--- src/shared/tmr_cfg.svh ---
`ifndef TMR_CFG_SVH
`define TMR_CFG_SVH
// =====================================
// Register byte offsets
`define TMR_OFF_CTRL 12'h000
`define TMR_OFF_CNTH 12'h004
`define TMR_OFF_CNTL 12'h008
`define TMR_OFF_RLDH 12'h00c
`define TMR_OFF_RLDL 12'h010
`define TMR_OFF_STAT 12'h014
`define TMR_OFF_MASK 12'h018
// =====================================
// Control field positions
`define TMR_CTRL_EN 0
`define TMR_CTRL_MODE 1
`define TMR_CTRL_POL 2
`define TMR_CTRL_OUTEN 3
`define TMR_CTRL_OUTLVL 4
`define TMR_CTRL_PRES_LO 5
`define TMR_CTRL_PRES_HI 7
// =====================================
// Reset values and the count restart value
`define TMR_CTRL_RST 8'h00
`define TMR_CNT_RST 16'h0001
`define TMR_RLD_RST 16'hffff
`define TMR_RESTART 16'h0001
`endif

--- src/shared/tmr_pkg.sv ---
package tmr_pkg;
  // =====================================
  // Counting modes
  typedef enum logic [1:0] {
    TMR_CONTINUOUS = 2'b01,
    TMR_COUNTER = 2'b10
  } tmr_mode_t;
  typedef logic [15:0] tmr_count_t;
endpackage

--- src/logic/tmr_core.sv ---
// The placing of the registers and the AXI4-Lite register port were chosen for this implementation.
`timescale 1ns/10ps
`include "tmr_cfg.svh"
// Functional notes
// RULE1 - In continuous mode a written start count only affects the first pass; reloads restart at 0001H.
// RULE2 - Continuous mode counts only prescaled system clock ticks, never the input pin.
// RULE3 - Continuous time-out equals reload value times prescale divided by clock frequency.
// RULE4 - A start count other than 0001H gives a first time-out of the counts from it to reload.
// RULE5 - Counter mode increments on transitions of the timer input pin.
// RULE6 - The input edge polarity bit chooses rising or falling edges in counter mode.
// RULE7 - Counter mode bypasses the prescaler so each qualifying edge counts exactly one.
// RULE8 - The external source keeps the input at most a quarter of the clock, each level two clocks.
// RULE9 - In counter mode reaching reload raises the interrupt, sets count to 0001H and continues.
// RULE10 - With the output function enabled the output pin toggles at every reload.
// RULE11 - Software sets prescale, output level, count, reload, interrupt, pin, and enables last.
// RULE12 - In continuous mode reaching reload also interrupts, restarts at 0001H, toggles output.
// RULE13 - Count and reload are 16 bits in high and low byte registers, compared in full.
module tmr_core #(
  parameter int ADDR_W = 12
) (
  input wire logic aclk,
  input wire logic aresetn,
  input wire logic [ADDR_W-1:0] s_axi_awaddr,
  input wire logic s_axi_awvalid,
  output logic s_axi_awready,
  input wire logic [31:0] s_axi_wdata,
  input wire logic [3:0] s_axi_wstrb,
  input wire logic s_axi_wvalid,
  output logic s_axi_wready,
  output logic [1:0] s_axi_bresp,
  output logic s_axi_bvalid,
  input wire logic s_axi_bready,
  input wire logic [ADDR_W-1:0] s_axi_araddr,
  input wire logic s_axi_arvalid,
  output logic s_axi_arready,
  output logic [31:0] s_axi_rdata,
  output logic [1:0] s_axi_rresp,
  output logic s_axi_rvalid,
  input wire logic s_axi_rready,
  input wire logic timer_in,
  input wire logic timer_out_en,
  output logic timer_out,
  output logic irq
);
  import tmr_pkg::*;

  initial
  begin
    if (ADDR_W < 5 || ADDR_W > 32)
    begin
      $error("ADDR_W out of range");
    end
  end

  // =====================================
  // State
  logic [7:0] ctrl_q;
  tmr_count_t cnt_q;
  tmr_count_t rld_q;
  logic stat_q;
  logic mask_q;
  logic out_q;
  logic in_q;
  logic [ADDR_W-1:0] awaddr_q;
  logic aw_have_q;
  logic [31:0] wdata_q;
  logic [3:0] wstrb_q;
  logic w_have_q;
  logic [ADDR_W-1:0] rd_addr;
  logic [31:0] rdata_q;
  logic wr_fire;
  logic rd_fire;
  logic run;
  tmr_mode_t mode;
  logic tick;
  logic edge_hit;
  logic step;
  logic reload_ev;
  logic wr_cnth;
  logic wr_cntl;
  logic wr_ctrl;
  logic stat_rd;

  // Word match on all address bits above bit 1, byte lane bits 1:0 ignored
  function automatic logic hit(input logic [ADDR_W-1:0] a, input logic [11:0] off);
    hit = (a[ADDR_W-1:2] == (ADDR_W-2)'(off[11:2]));
  endfunction

  assign run = ctrl_q[`TMR_CTRL_EN];
  assign mode = ctrl_q[`TMR_CTRL_MODE] ? TMR_COUNTER : TMR_CONTINUOUS;

  // =====================================
  // AXI4-Lite write path
  assign s_axi_awready = !aw_have_q && !s_axi_bvalid;
  assign s_axi_wready = !w_have_q && !s_axi_bvalid;
  assign wr_fire = aw_have_q && w_have_q && !s_axi_bvalid;
  assign s_axi_bresp = 2'b00;

  // Address and data accepted in either order, held until both are in
  always_ff @(posedge aclk)
  begin
    if (!aresetn)
    begin
      aw_have_q <= 1'b0;
      awaddr_q <= '0;
    end
    else if (s_axi_awvalid && s_axi_awready)
    begin
      aw_have_q <= 1'b1;
      awaddr_q <= s_axi_awaddr;
    end
    else if (wr_fire)
    begin
      aw_have_q <= 1'b0;
    end
  end

  always_ff @(posedge aclk)
  begin
    if (!aresetn)
    begin
      w_have_q <= 1'b0;
      wdata_q <= 32'h0000_0000;
      wstrb_q <= 4'h0;
    end
    else if (s_axi_wvalid && s_axi_wready)
    begin
      w_have_q <= 1'b1;
      wdata_q <= s_axi_wdata;
      wstrb_q <= s_axi_wstrb;
    end
    else if (wr_fire)
    begin
      w_have_q <= 1'b0;
    end
  end

  // Response one cycle after both halves are in
  always_ff @(posedge aclk)
  begin
    if (!aresetn)
    begin
      s_axi_bvalid <= 1'b0;
    end
    else if (wr_fire)
    begin
      s_axi_bvalid <= 1'b1;
    end
    else if (s_axi_bready)
    begin
      s_axi_bvalid <= 1'b0;
    end
  end

  // Only lane 0 carries register bits
  assign wr_ctrl = wr_fire && wstrb_q[0] && hit(awaddr_q, `TMR_OFF_CTRL);
  assign wr_cnth = wr_fire && wstrb_q[0] && hit(awaddr_q, `TMR_OFF_CNTH);
  assign wr_cntl = wr_fire && wstrb_q[0] && hit(awaddr_q, `TMR_OFF_CNTL);

  // Control register; software is expected to set enable last
  // RULE11 enable written last
  always_ff @(posedge aclk)
  begin
    if (!aresetn)
    begin
      ctrl_q <= `TMR_CTRL_RST;
    end
    else if (wr_ctrl)
    begin
      ctrl_q <= wdata_q[7:0];
    end
  end

  // RULE13 16-bit reload bytes
  always_ff @(posedge aclk)
  begin
    if (!aresetn)
    begin
      rld_q <= `TMR_RLD_RST;
    end
    else if (wr_fire && wstrb_q[0])
    begin
      if (hit(awaddr_q, `TMR_OFF_RLDH))
      begin
        rld_q[15:8] <= wdata_q[7:0];
      end
      else if (hit(awaddr_q, `TMR_OFF_RLDL))
      begin
        rld_q[7:0] <= wdata_q[7:0];
      end
    end
  end

  always_ff @(posedge aclk)
  begin
    if (!aresetn)
    begin
      mask_q <= 1'b0;
    end
    else if (wr_fire && wstrb_q[0] && hit(awaddr_q, `TMR_OFF_MASK))
    begin
      mask_q <= wdata_q[0];
    end
  end

  // =====================================
  // Count sources
  tmr_prescaler u_pres (
    .aclk(aclk),
    .aresetn(aresetn),
    .run(run && mode == TMR_CONTINUOUS),
    .sel(ctrl_q[`TMR_CTRL_PRES_HI:`TMR_CTRL_PRES_LO]),
    .tick(tick)
  );

  // Previous input level; pin is taken as synchronous already
  always_ff @(posedge aclk)
  begin
    if (!aresetn)
    begin
      in_q <= 1'b0;
    end
    else
    begin
      in_q <= timer_in;
    end
  end

  // RULE6 polarity selects edge
  assign edge_hit = ctrl_q[`TMR_CTRL_POL] ? (in_q && !timer_in) : (!in_q && timer_in);

  // RULE2 prescaled clock only; RULE5 RULE7 raw edges, prescaler bypassed
  // RULE8 source spacing assumed so no edge falls between samples
  always_comb
  begin
    step = 1'b0;
    unique case (mode)
      TMR_CONTINUOUS: step = run && tick;
      TMR_COUNTER: step = run && edge_hit;
    endcase
  end

  // RULE13 full 16-bit compare; RULE3 RULE4 period from start to reload
  assign reload_ev = step && (cnt_q == rld_q);

  // RULE1 RULE9 RULE12 restart at 0001H after every reload, except when a count byte write lands in the same cycle and wins
  always_ff @(posedge aclk)
  begin
    if (!aresetn)
    begin
      cnt_q <= `TMR_CNT_RST;
    end
    else if (wr_cnth)
    begin
      cnt_q[15:8] <= wdata_q[7:0];
    end
    else if (wr_cntl)
    begin
      cnt_q[7:0] <= wdata_q[7:0];
    end
    else if (reload_ev)
    begin
      cnt_q <= `TMR_RESTART;
    end
    else if (step)
    begin
      cnt_q <= cnt_q + 16'h0001;
    end
  end

  // RULE10 toggle at reload; only with pin function and toggle bit both on
  always_ff @(posedge aclk)
  begin
    if (!aresetn)
    begin
      out_q <= 1'b0;
    end
    else if (wr_ctrl && !wdata_q[`TMR_CTRL_EN])
    begin
      out_q <= wdata_q[`TMR_CTRL_OUTLVL];
    end
    else if (reload_ev && ctrl_q[`TMR_CTRL_OUTEN] && timer_out_en)
    begin
      out_q <= !out_q;
    end
  end

  assign timer_out = out_q;

  // =====================================
  // Interrupt status, cleared by read, set wins
  assign stat_rd = rd_fire && hit(s_axi_araddr, `TMR_OFF_STAT);

  // RULE9 RULE12 reload raises interrupt
  always_ff @(posedge aclk)
  begin
    if (!aresetn)
    begin
      stat_q <= 1'b0;
    end
    else if (reload_ev)
    begin
      stat_q <= 1'b1;
    end
    else if (stat_rd)
    begin
      stat_q <= 1'b0;
    end
  end

  assign irq = stat_q && mask_q;

  // =====================================
  // AXI4-Lite read path
  assign s_axi_arready = !s_axi_rvalid;
  assign rd_fire = s_axi_arvalid && s_axi_arready;
  assign rd_addr = s_axi_araddr;
  assign s_axi_rresp = 2'b00;
  assign s_axi_rdata = rdata_q;

  // Unmapped words read zero with OKAY
  always_ff @(posedge aclk)
  begin
    if (!aresetn)
    begin
      rdata_q <= 32'h0000_0000;
    end
    else if (rd_fire)
    begin
      rdata_q <= 32'h0000_0000;
      if (hit(rd_addr, `TMR_OFF_CTRL))
      begin
        rdata_q[7:0] <= ctrl_q;
      end
      else if (hit(rd_addr, `TMR_OFF_CNTH))
      begin
        rdata_q[7:0] <= cnt_q[15:8];
      end
      else if (hit(rd_addr, `TMR_OFF_CNTL))
      begin
        rdata_q[7:0] <= cnt_q[7:0];
      end
      else if (hit(rd_addr, `TMR_OFF_RLDH))
      begin
        rdata_q[7:0] <= rld_q[15:8];
      end
      else if (hit(rd_addr, `TMR_OFF_RLDL))
      begin
        rdata_q[7:0] <= rld_q[7:0];
      end
      else if (hit(rd_addr, `TMR_OFF_STAT))
      begin
        rdata_q[0] <= stat_q || reload_ev;
        rdata_q[1] <= out_q;
      end
      else if (hit(rd_addr, `TMR_OFF_MASK))
      begin
        rdata_q[0] <= mask_q;
      end
    end
  end

  always_ff @(posedge aclk)
  begin
    if (!aresetn)
    begin
      s_axi_rvalid <= 1'b0;
    end
    else if (rd_fire)
    begin
      s_axi_rvalid <= 1'b1;
    end
    else if (s_axi_rready)
    begin
      s_axi_rvalid <= 1'b0;
    end
  end

endmodule

--- src/logic/tmr_prescaler.sv ---
`timescale 1ns/10ps
// =====================================
// Prescaler: one-cycle tick every 2^sel system clocks
module tmr_prescaler (
  input wire logic aclk,
  input wire logic aresetn,
  input wire logic run,
  input wire logic [2:0] sel,
  output logic tick
);
  logic [6:0] div_q;
  logic [6:0] lim;

  // Terminal count is 2^sel - 1
  assign lim = 7'((8'h01 << sel) - 8'h01);

  // Free divider, held cleared while stopped so each start is exact
  always_ff @(posedge aclk)
  begin
    if (!aresetn || !run)
    begin
      div_q <= 7'h00;
    end
    else if (div_q >= lim)
    begin
      div_q <= 7'h00;
    end
    else
    begin
      div_q <= div_q + 7'h01;
    end
  end

  assign tick = run && (div_q >= lim);
endmodule

--- config.mk ---
export PLATFORM = sky130hd
export DESIGN_NAME = tmr_core
export DESIGN_NICKNAME = d
export VERILOG_FILES = /design/src/shared/tmr_pkg.sv /design/src/logic/tmr_core.sv /design/src/logic/tmr_prescaler.sv
export VERILOG_INCLUDE_DIRS = /design/src /design/src/shared
export SDC_FILE = /design/constraint.sdc
export NUM_CORES = 1
export LEC_CHECK = 0
export ABC_AREA = 1
export BUFFER_PORTS_ARGS = -buffer_cell sky130_fd_sc_hd__buf_2
export CAP_MARGIN = 20
export CORE_MARGIN = 3
export CORE_UTILIZATION = 49
export DETAILED_ROUTE_END_ITERATION = 7
export PLACE_DENSITY_LB_ADDON = 0.12
export SLEW_MARGIN = 30
export SYNTH_ARGS = -nofsm -noshare
export SYNTH_HDL_FRONTEND = slang
export SYNTH_HIERARCHICAL = 1
export SYNTH_SLANG_ARGS = --single-unit
--- constraint.sdc ---
create_clock -name aclk -period 2.6 [get_ports aclk]
set_input_delay 0.78 -clock aclk [delete_from_list [all_inputs] [get_ports aclk]]
set_output_delay 0.78 -clock aclk [all_outputs]
set_load 0.03 [all_outputs]
Yosys cells after proc, flatten, opt, wreduce, memory -nomap -nowiden
Index checks and enable logic that the tools add are counted.
- word-level logic and storage cells: 119
- bits of input ports: 69
- register bits: 84
- output and inout port bits: 43
- mux-type cells: 28
- reduce and logical (&&, ||, !) cells: 51
- shifts and indexed selects: 1
- add/subtract/negate cells: 3
- bitwise operators: 2
- order comparisons: 1
- equal/unequal tests: 15
- operators with widths (operator ; number):
    two-way mux 8 bit ; 7
    equality test 10 x 3 -> 1 bit (second input constant) ; 5
    equality test 10 x 2 -> 1 bit (second input constant) ; 4
    two-way mux 16 bit ; 2
    logical AND 1 bit ; 24
    equality test 10 x 1 -> 1 bit (second input constant) ; 2
    zero test 10 bit ; 2
    adder 16 x 1 -> 16 bit (second input constant) ; 1
    equality test 16 bit ; 1
    two-way mux 1 bit ; 15
    nonzero test 2 bit ; 6
    zero test 1 bit ; 10
    adder 7 x 1 -> 7 bit (second input constant) ; 1
    greater-or-equal comparator 7 bit ; 1
    left shift 1 x 3 -> 7 bit (first input constant) ; 1
    subtractor 7 x 1 -> 7 bit (second input constant) ; 1
    two-way mux 6 bit ; 1
    AND reduction 2 bit ; 3
    nonzero test 3 bit ; 2
    two-way mux 2 bit ; 2
    AND reduction 3 bit ; 1
    equality test 2 x 1 -> 1 bit (second input constant) ; 1
    equality test 2 bit (second input constant) ; 1
    logical OR 1 bit ; 2
    4 further kinds ; 5

Logic depth before layout (Yosys ltp)
- depth after elaboration: 14
- mapped depth: 23
- depth with buffers taken out: 23

Hierarchy
Netlist, hierarchy kept.
- modules (own cells, without submodules) (module ; area an instance (µm²) ; seq. area each (µm²) ; cells an instance ; instances):
    tmr_core ; 4195.3 ; 1501.4 ; 617 ; 1
    tmr_prescaler ; 568.0 ; 140.1 ; 81 ; 1

Least setup slack after synthesis
OpenSTA, ideal clock, no wires.
- path type: reg-to-reg
- start: reg ctrl_q[6]
- end: reg cnt_q[10]
- setup time: 0.115 ns
- data arrival time: 2.556 ns
- cell stages (with the launch flop): 18
- clock period less this slack: 2.671 ns
- setup slack: -0.071 ns
- required time: 2.485 ns
- buffers on the path: 0
- cells stage by stage: dfxtp_1 -> nor2_1 -> nand2_1 -> ha_1 -> nand2_1 -> o21ai_0 -> o211ai_1 -> ha_1 -> nand2_1 -> nor2_1 -> nand2_1 -> a21boi_1 -> nand2_1 -> nand2_1 -> nand3_1 -> o31ai_1 -> nor3b_1 -> o21a_1
- word-level cells in the longest chain between the ends: 10
- elaborated cells on any way between the ends: 12
- those cells by class: add/sub (1); order compare (1); shift (1); mux (4); reduce/logical (5)
- ends and longest elaborated chain (element ; line ; source):
    start: declaration ; tmr_core.sv:57 ; logic [7:0] ctrl_q;
    start signal: assignment ; tmr_core.sv:166 ; ctrl_q <= `TMR_CTRL_RST;
    start signal: assignment ; tmr_core.sv:170 ; ctrl_q <= wdata_q[7:0];
    left shift 1 x 3 -> 7 bit * ; tmr_prescaler.sv:15 ; assign lim = 7'((8'h01 << sel) - 8'h01);
    subtractor 7 x 1 -> 7 bit * ; tmr_prescaler.sv:15 ;
    greater-or-equal comparator 7 bit * ; tmr_prescaler.sv:34 ; assign tick = run && (div_q >= lim);
    logical AND 1 bit * ; tmr_prescaler.sv:34 ;
    named net tick ; tmr_core.sv:75 ; logic tick;
    logical AND 1 bit * ; tmr_core.sv:238 ; TMR_CONTINUOUS: step = run && tick;
    one-hot mux 1 bit (2 select lines) * ; tmr_core.sv:237 ; unique case (mode)
    logical AND 1 bit ; tmr_core.sv:244 ; assign reload_ev = step && (cnt_q == rld_q);
    two-way mux 16 bit ; tmr_core.sv:261 ; else if (reload_ev)
    two-way mux 8 bit ; tmr_core.sv:257 ; else if (wr_cntl)
    two-way mux 8 bit ; tmr_core.sv:253 ; else if (wr_cnth)
    end signal: assignment ; tmr_core.sv:251 ; cnt_q <= `TMR_CNT_RST;
    end signal: assignment ; tmr_core.sv:255 ; cnt_q[15:8] <= wdata_q[7:0];
    end signal: assignment ; tmr_core.sv:263 ; cnt_q <= `TMR_RESTART;
    end: declaration ; tmr_core.sv:58 ; tmr_count_t cnt_q;
The timed path passes the listed nets; every way through them passes the cells marked *. The select of a mux whose other input is x is not followed.
A chain may end at the register's enable or synchronous reset.

Final worst setup path
- start: reg ctrl_q[6]
- end: reg cnt_q[2]
- word-level cells in the longest chain between the ends: 9
- elaborated cells on any way between the ends: 11
- those cells by class: add/sub (1); order compare (1); shift (1); mux (3); reduce/logical (5)
- ends and longest elaborated chain (element ; line ; source):
    left shift 1 x 3 -> 7 bit * ; tmr_prescaler.sv:15 ;
    subtractor 7 x 1 -> 7 bit * ; tmr_prescaler.sv:15 ;
    greater-or-equal comparator 7 bit * ; tmr_prescaler.sv:34 ;
    logical AND 1 bit * ; tmr_prescaler.sv:34 ;
    named net tick ; tmr_core.sv:75 ;
    logical AND 1 bit * ; tmr_core.sv:238 ;
    one-hot mux 1 bit (2 select lines) * ; tmr_core.sv:237 ;
    logical AND 1 bit ; tmr_core.sv:244 ;
    nonzero test 3 bit (no line) or two-way mux 16 bit (tied branches) ; n/a ;
    AND reduction 2 bit (no line) or two-way mux 8 bit (tied branches) ; n/a ;
    end signal: assignment ; tmr_core.sv:251 ;
    end signal: assignment ; tmr_core.sv:259 ; cnt_q[7:0] <= wdata_q[7:0];
    end signal: assignment ; tmr_core.sv:263 ;
The timed path passes the listed nets; every way through them passes the cells marked *.

==> Implementation_results.wiki <==
{| class="wikitable"
! Metric !! Value
|-
| Synthesized flop and latch total || 82
|-
| Number of antenna violations at the first check in global routing || 0
|-
| Final non-filler cell total || 907
|-
| Setup TNS Final || -1.06 ns
|-
| Leakage || 2.66 nW
|-
| Global-route wire length before repair || 20300 um
|-
| Setup WS pre-CTS || -0.319 ns
|-
| Number of buffers on the longest clock path || 2
|-
| Crit Path Class || reg2reg
|-
| Hold path startpoint || s_axi_rdata[1]$_SDFFE_PN0P_
|-
| Count of pins on the block boundary || 112
|-
| Arrival time reported for the critical path endpoint || 3.00 ns
|-
| Highest clock rate || 366 MHz
|-
| Average wire length per cell after detail routing || between 10 and 15 um
|-
| Overall global routing resource usage || 0.228
|-
| Placeable core area || between 0.009 and 0.01 sq mm
|-
| Wire length after detailed routing || 12600 um
|-
| Fillers || 874
|-
| Number of enable flip-flop cells after synthesis || 0
|-
| Met3 usage in global routing || 0.0371
|-
| Clk pwr share || 0.396
|-
| Failing checks || setup timing
|-
| Via count of the first global-routing pass || 4147
|-
| Synth area leader || sky130_fd_sc_hd__dfxtp_1
|-
| Area enclosed by the die boundary || 0.0109 sq mm
|-
| Final Critical Period || 2.73 ns
|-
| Share of power burned in registers || 0.499
|-
| Initial Util || 0.511
|-
| DRC marker count from the first detailed-route iteration || 294
|-
| Final Util || 0.609
|-
| TritonCTS Buffers || 9
|-
| Vias post-DR || 4743
|-
| Met1 Resource Use GR || 0.317
|-
| Endpoint of the most critical register-to-register path || cnt_q[2]$_SDFFE_PN0P_
|-
| DIE HEIGHT || between 100 and 150 um
|-
| Endpoints failing setup || 15
|-
| Final Power || 2.64 mW
|-
| Mux share of post-synthesis cell area || 0
|-
| Area contributors post-synth || sky130_fd_sc_hd__dfxtp_1 34%, sky130_fd_sc_hd__nand2_1 13%, sky130_fd_sc_hd__inv_1 7.2%
|-
| Worst r2r src || ctrl_q[6]$_SDFFE_PN0P_
|-
| Number of diodes added for antenna fixing || 0
|-
| Syn. warnings || 6
|-
| Unrepaired setup endpoints after global routing || true
|-
| Number of instances in the synthesized netlist || 698
|-
| Net count reported at finish || 852
|-
| Residual overflow from global routing || 0
|-
| Slew HR || 0.631
|-
| Count of placed standard cells including taps || 882
|-
| Ratio of final minimum period to clock period || 1.05
|-
| Clk root buf || sky130_fd_sc_hd__clkbuf_8
|-
| Type of element capturing the critical path || register
|-
| Die width || around 100 um
|-
| End point of the most critical hold path || s_axi_rdata[1]$_SDFFE_PN0P_
|-
| Number of cell instances on the worst register-to-register path || 17
|-
| R2r setup slk || -0.13 ns
|-
| Pin count of the biggest net entering global routing || 37
|-
| Worst Setup Slack, final || -0.132 ns
|-
| Most common library cells after synthesis || 161 x sky130_fd_sc_hd__nand2_1, 92 x sky130_fd_sc_hd__inv_1, 82 x sky130_fd_sc_hd__dfxtp_1
|-
| Average size of a mapped cell || 6.82 sq um
|-
| Worst Clk Skew || 0.0147 ns
|-
| Dominant cell by count in the synthesized netlist || sky130_fd_sc_hd__nand2_1
|-
| Portion of total power attributed to combinational logic || 0.106
|-
| Net Switching || 0.713 mW
|-
| VDD IR max || 0.000276 V
|-
| Clock transition time at the flip-flop clock pins of the worst setup and hold paths || 0.09 ns
|-
| Number of iterations in the first detailed-routing pass || 6
|-
| Standard-cell row count || 35
|-
| Reported max-cap violation count || 0
|-
| Synthesis-to-finish area growth || 19.3%
|-
| Hold Buf Count CTS || 0
|-
| Port buffer count || 52
|-
| Clock latency on the worst-skew pair || 0.36 ns
|-
| Met2 track demand over resource in global routing || 0.365
|-
| Synth Area in Compound Gates || 0.195
|-
| Final antenna-violating net count || 0
|-
| Clock tree from TritonCTS || yes
|-
| Type of element launching the critical path || register
|-
| Fraction of layout instances using a drive strength above 1 || 0.210
|-
| Hold path depth || 2
|-
| Largest family of logic cells by synthesized area || simple AND/OR/NAND/NOR gates
|-
| Worst Path Required || 2.87 ns
|-
| Average via count per standard cell || approximately 5.2
|-
| Transition time at the pin with the least slew margin || 0.551 ns
|-
| Number of H-tree levels || 3
|-
| Sequential area share after synthesis || 0.345
|-
| Final hold violations || 0
|-
| Share of synthesized cell area in and, or, nand and nor gates || 0.273
|-
| Netlist cell types || 44
|-
| Final Max Tran Viols || 0
|-
| Switching Fraction || 0.270
|-
| Highest fanout seen on the critical path || 5
|-
| Internal portion of total power || a little under 2 mW
|-
| Adder and majority gate portion of the synthesized area || 0.0263
|-
| Most instantiated flip-flop cell in the synthesis netlist || sky130_fd_sc_hd__dfxtp_1
|-
| Final RePlAce weighted congestion || 0.919
|-
| Most crowded layer after global routing || met2
|-
| Num Clock Sinks || just over 80
|-
| Remaining routing DRC violations || 0
|-
| Top cell type's share of synthesized area || 0.345
|-
| Estimated wirelength of the detail-placed design || around 9300 um
|-
| Run status || finished, violations left
|-
| Power density over the cells || 464 mW/mm^2
|-
| Class of the tightest hold or removal check || reg2reg
|-
| Post-synthesis cell area || 0.00476 sq mm
|-
| XOR/XNOR share of the synthesized area || 0.0184
|-
| Async set-or-reset flop fraction in the synthesized netlist || 0
|}
area by class of cell:
class                   instances  area (sq um)  share of cell area
multi-input cells             498          2770               0.487
flip-flops and latches         82          1650               0.290
repair buffers                 82           500              0.0880
inverters                     100           377              0.0663
well taps                     129           161              0.0284
clock buffers                  10           138              0.0242
clock inverters                 6          90.1              0.0158
metrics by stage:
stage / area (sq um) / hold slack (ns)
after floorplan: 4870 / 0.429
after global placement: 5150 / 0.443
after detailed placement: 5150 / 0.451
after CTS: 5510 / 0.467
after global routing: 5680 / 0.487
final: 5680 / 0.464
cells by family after synthesis:
group	after synthesis
other cells	1
compound gates	155
flops	82
xor+xnor	10
buf+inv	146
fa+ha+maj	10
simple gates	294
routing by layer:
| metal | wire [um] | vias up |
|---|---|---|
| li1 | - | 2398 |
| met1 | 5860 | 2143 |
| met2 | 5740 | 182 |
| met3 | 853 | 20 |
| met4 | 148 | 0 |
| met5 | 0 | - |
cells in the final DEF, fill, tap and decap left out, types with 10 or more instances in the layout:
| master | n |
|---|---|
| sky130_fd_sc_hd__clkbuf_8 | 10 |
| sky130_fd_sc_hd__nand3_1 | 22 |
| sky130_fd_sc_hd__nor2_1 | 64 |
| sky130_fd_sc_hd__inv_1 | 92 |
| sky130_fd_sc_hd__buf_4 | 26 |
| sky130_fd_sc_hd__conb_1 | 28 |
| sky130_fd_sc_hd__a21oi_1 | 46 |
| sky130_fd_sc_hd__buf_2 | 52 |
| sky130_fd_sc_hd__dfxtp_1 | 79 |
| sky130_fd_sc_hd__nand2_1 | 155 |
| sky130_fd_sc_hd__o22ai_1 | 12 |
| sky130_fd_sc_hd__o21ai_0 | 36 |
| sky130_fd_sc_hd__o211ai_1 | 21 |
power by group through the flow:
| stage | logic, mW | registers, mW | clock network, mW |
|---|---|---|---|
| 2_1_floorplan | 0.226 | 1.34 | 0 |
| 3_3_place_gp | 0.266 | 1.34 | 0 |
| 3_5_place_dp | 0.271 | 1.35 | 0 |
| 4_1_cts | 0.274 | 1.32 | 1.07 |
| 5_1_grt | 0.310 | 1.32 | 1.14 |
| 6_report | 0.279 | 1.32 | 1.04 |
critical path, stage by stage, from the launching register on:
cell and delay, ns:
sky130_fd_sc_hd__dfxtp_4 0.36, sky130_fd_sc_hd__nand3b_1 0.20, sky130_fd_sc_hd__ha_4 0.20, sky130_fd_sc_hd__nand2_4 0.08, sky130_fd_sc_hd__o21ai_2 0.06, sky130_fd_sc_hd__o211ai_1 0.10, sky130_fd_sc_hd__ha_1 0.29, sky130_fd_sc_hd__nand2_2 0.10
sky130_fd_sc_hd__inv_2 0.05, sky130_fd_sc_hd__a21oi_4 0.15, sky130_fd_sc_hd__a21boi_1 0.08, sky130_fd_sc_hd__nand2_1 0.10, sky130_fd_sc_hd__nand2_4 0.09, sky130_fd_sc_hd__buf_6 0.15, sky130_fd_sc_hd__o21ai_4 0.19, sky130_fd_sc_hd__buf_6 0.15
sky130_fd_sc_hd__a21oi_1 0.05, sky130_fd_sc_hd__a221oi_1 0.24
worst max-delay path by stage:
stage | from | endpoint | slack (ns)
2_1_floorplan | ctrl_q[6]$_SDFFE_PN0P_ | cnt_q[10]$_SDFFE_PN0P_ | 0.03
3_3_place_gp | ctrl_q[5]$_SDFFE_PN0P_ | s_axi_rdata[0]$_SDFFE_PN0P_ | -0.26
3_5_place_dp | ctrl_q[6]$_SDFFE_PN0P_ | cnt_q[6]$_SDFFE_PN0P_ | -0.32
4_1_cts | ctrl_q[5]$_SDFFE_PN0P_ | cnt_q[14]$_SDFFE_PN0P_ | -0.08
5_1_grt | ctrl_q[6]$_SDFFE_PN0P_ | cnt_q[7]$_SDFFE_PN0P_ | -0.28
6_report | ctrl_q[6]$_SDFFE_PN0P_ | cnt_q[2]$_SDFFE_PN0P_ | -0.13
registers in the layout, summed over array words and instances, names as in the netlist:
signal and count:
cnt_q 16, rld_q 16, awaddr_q 10, ctrl_q 8
s_axi_rdata 8, wdata_q 8, u_pres/div_q 7, aw_have_q 1
in_q 1, mask_q 1, s_axi_bvalid 1, s_axi_rvalid 1
stat_q 1, timer_out 1, w_have_q 1, wstrb_q 1
what timing repair did:
action / CTS / global route
buffers inserted: 4 / 3
pin swaps: 11 / 21
gates resized for setup: 26 / 30
gates cloned: 2 / 0
setup endpoints to repair: 19 / 19
Power figures use the tool's default switching activity.
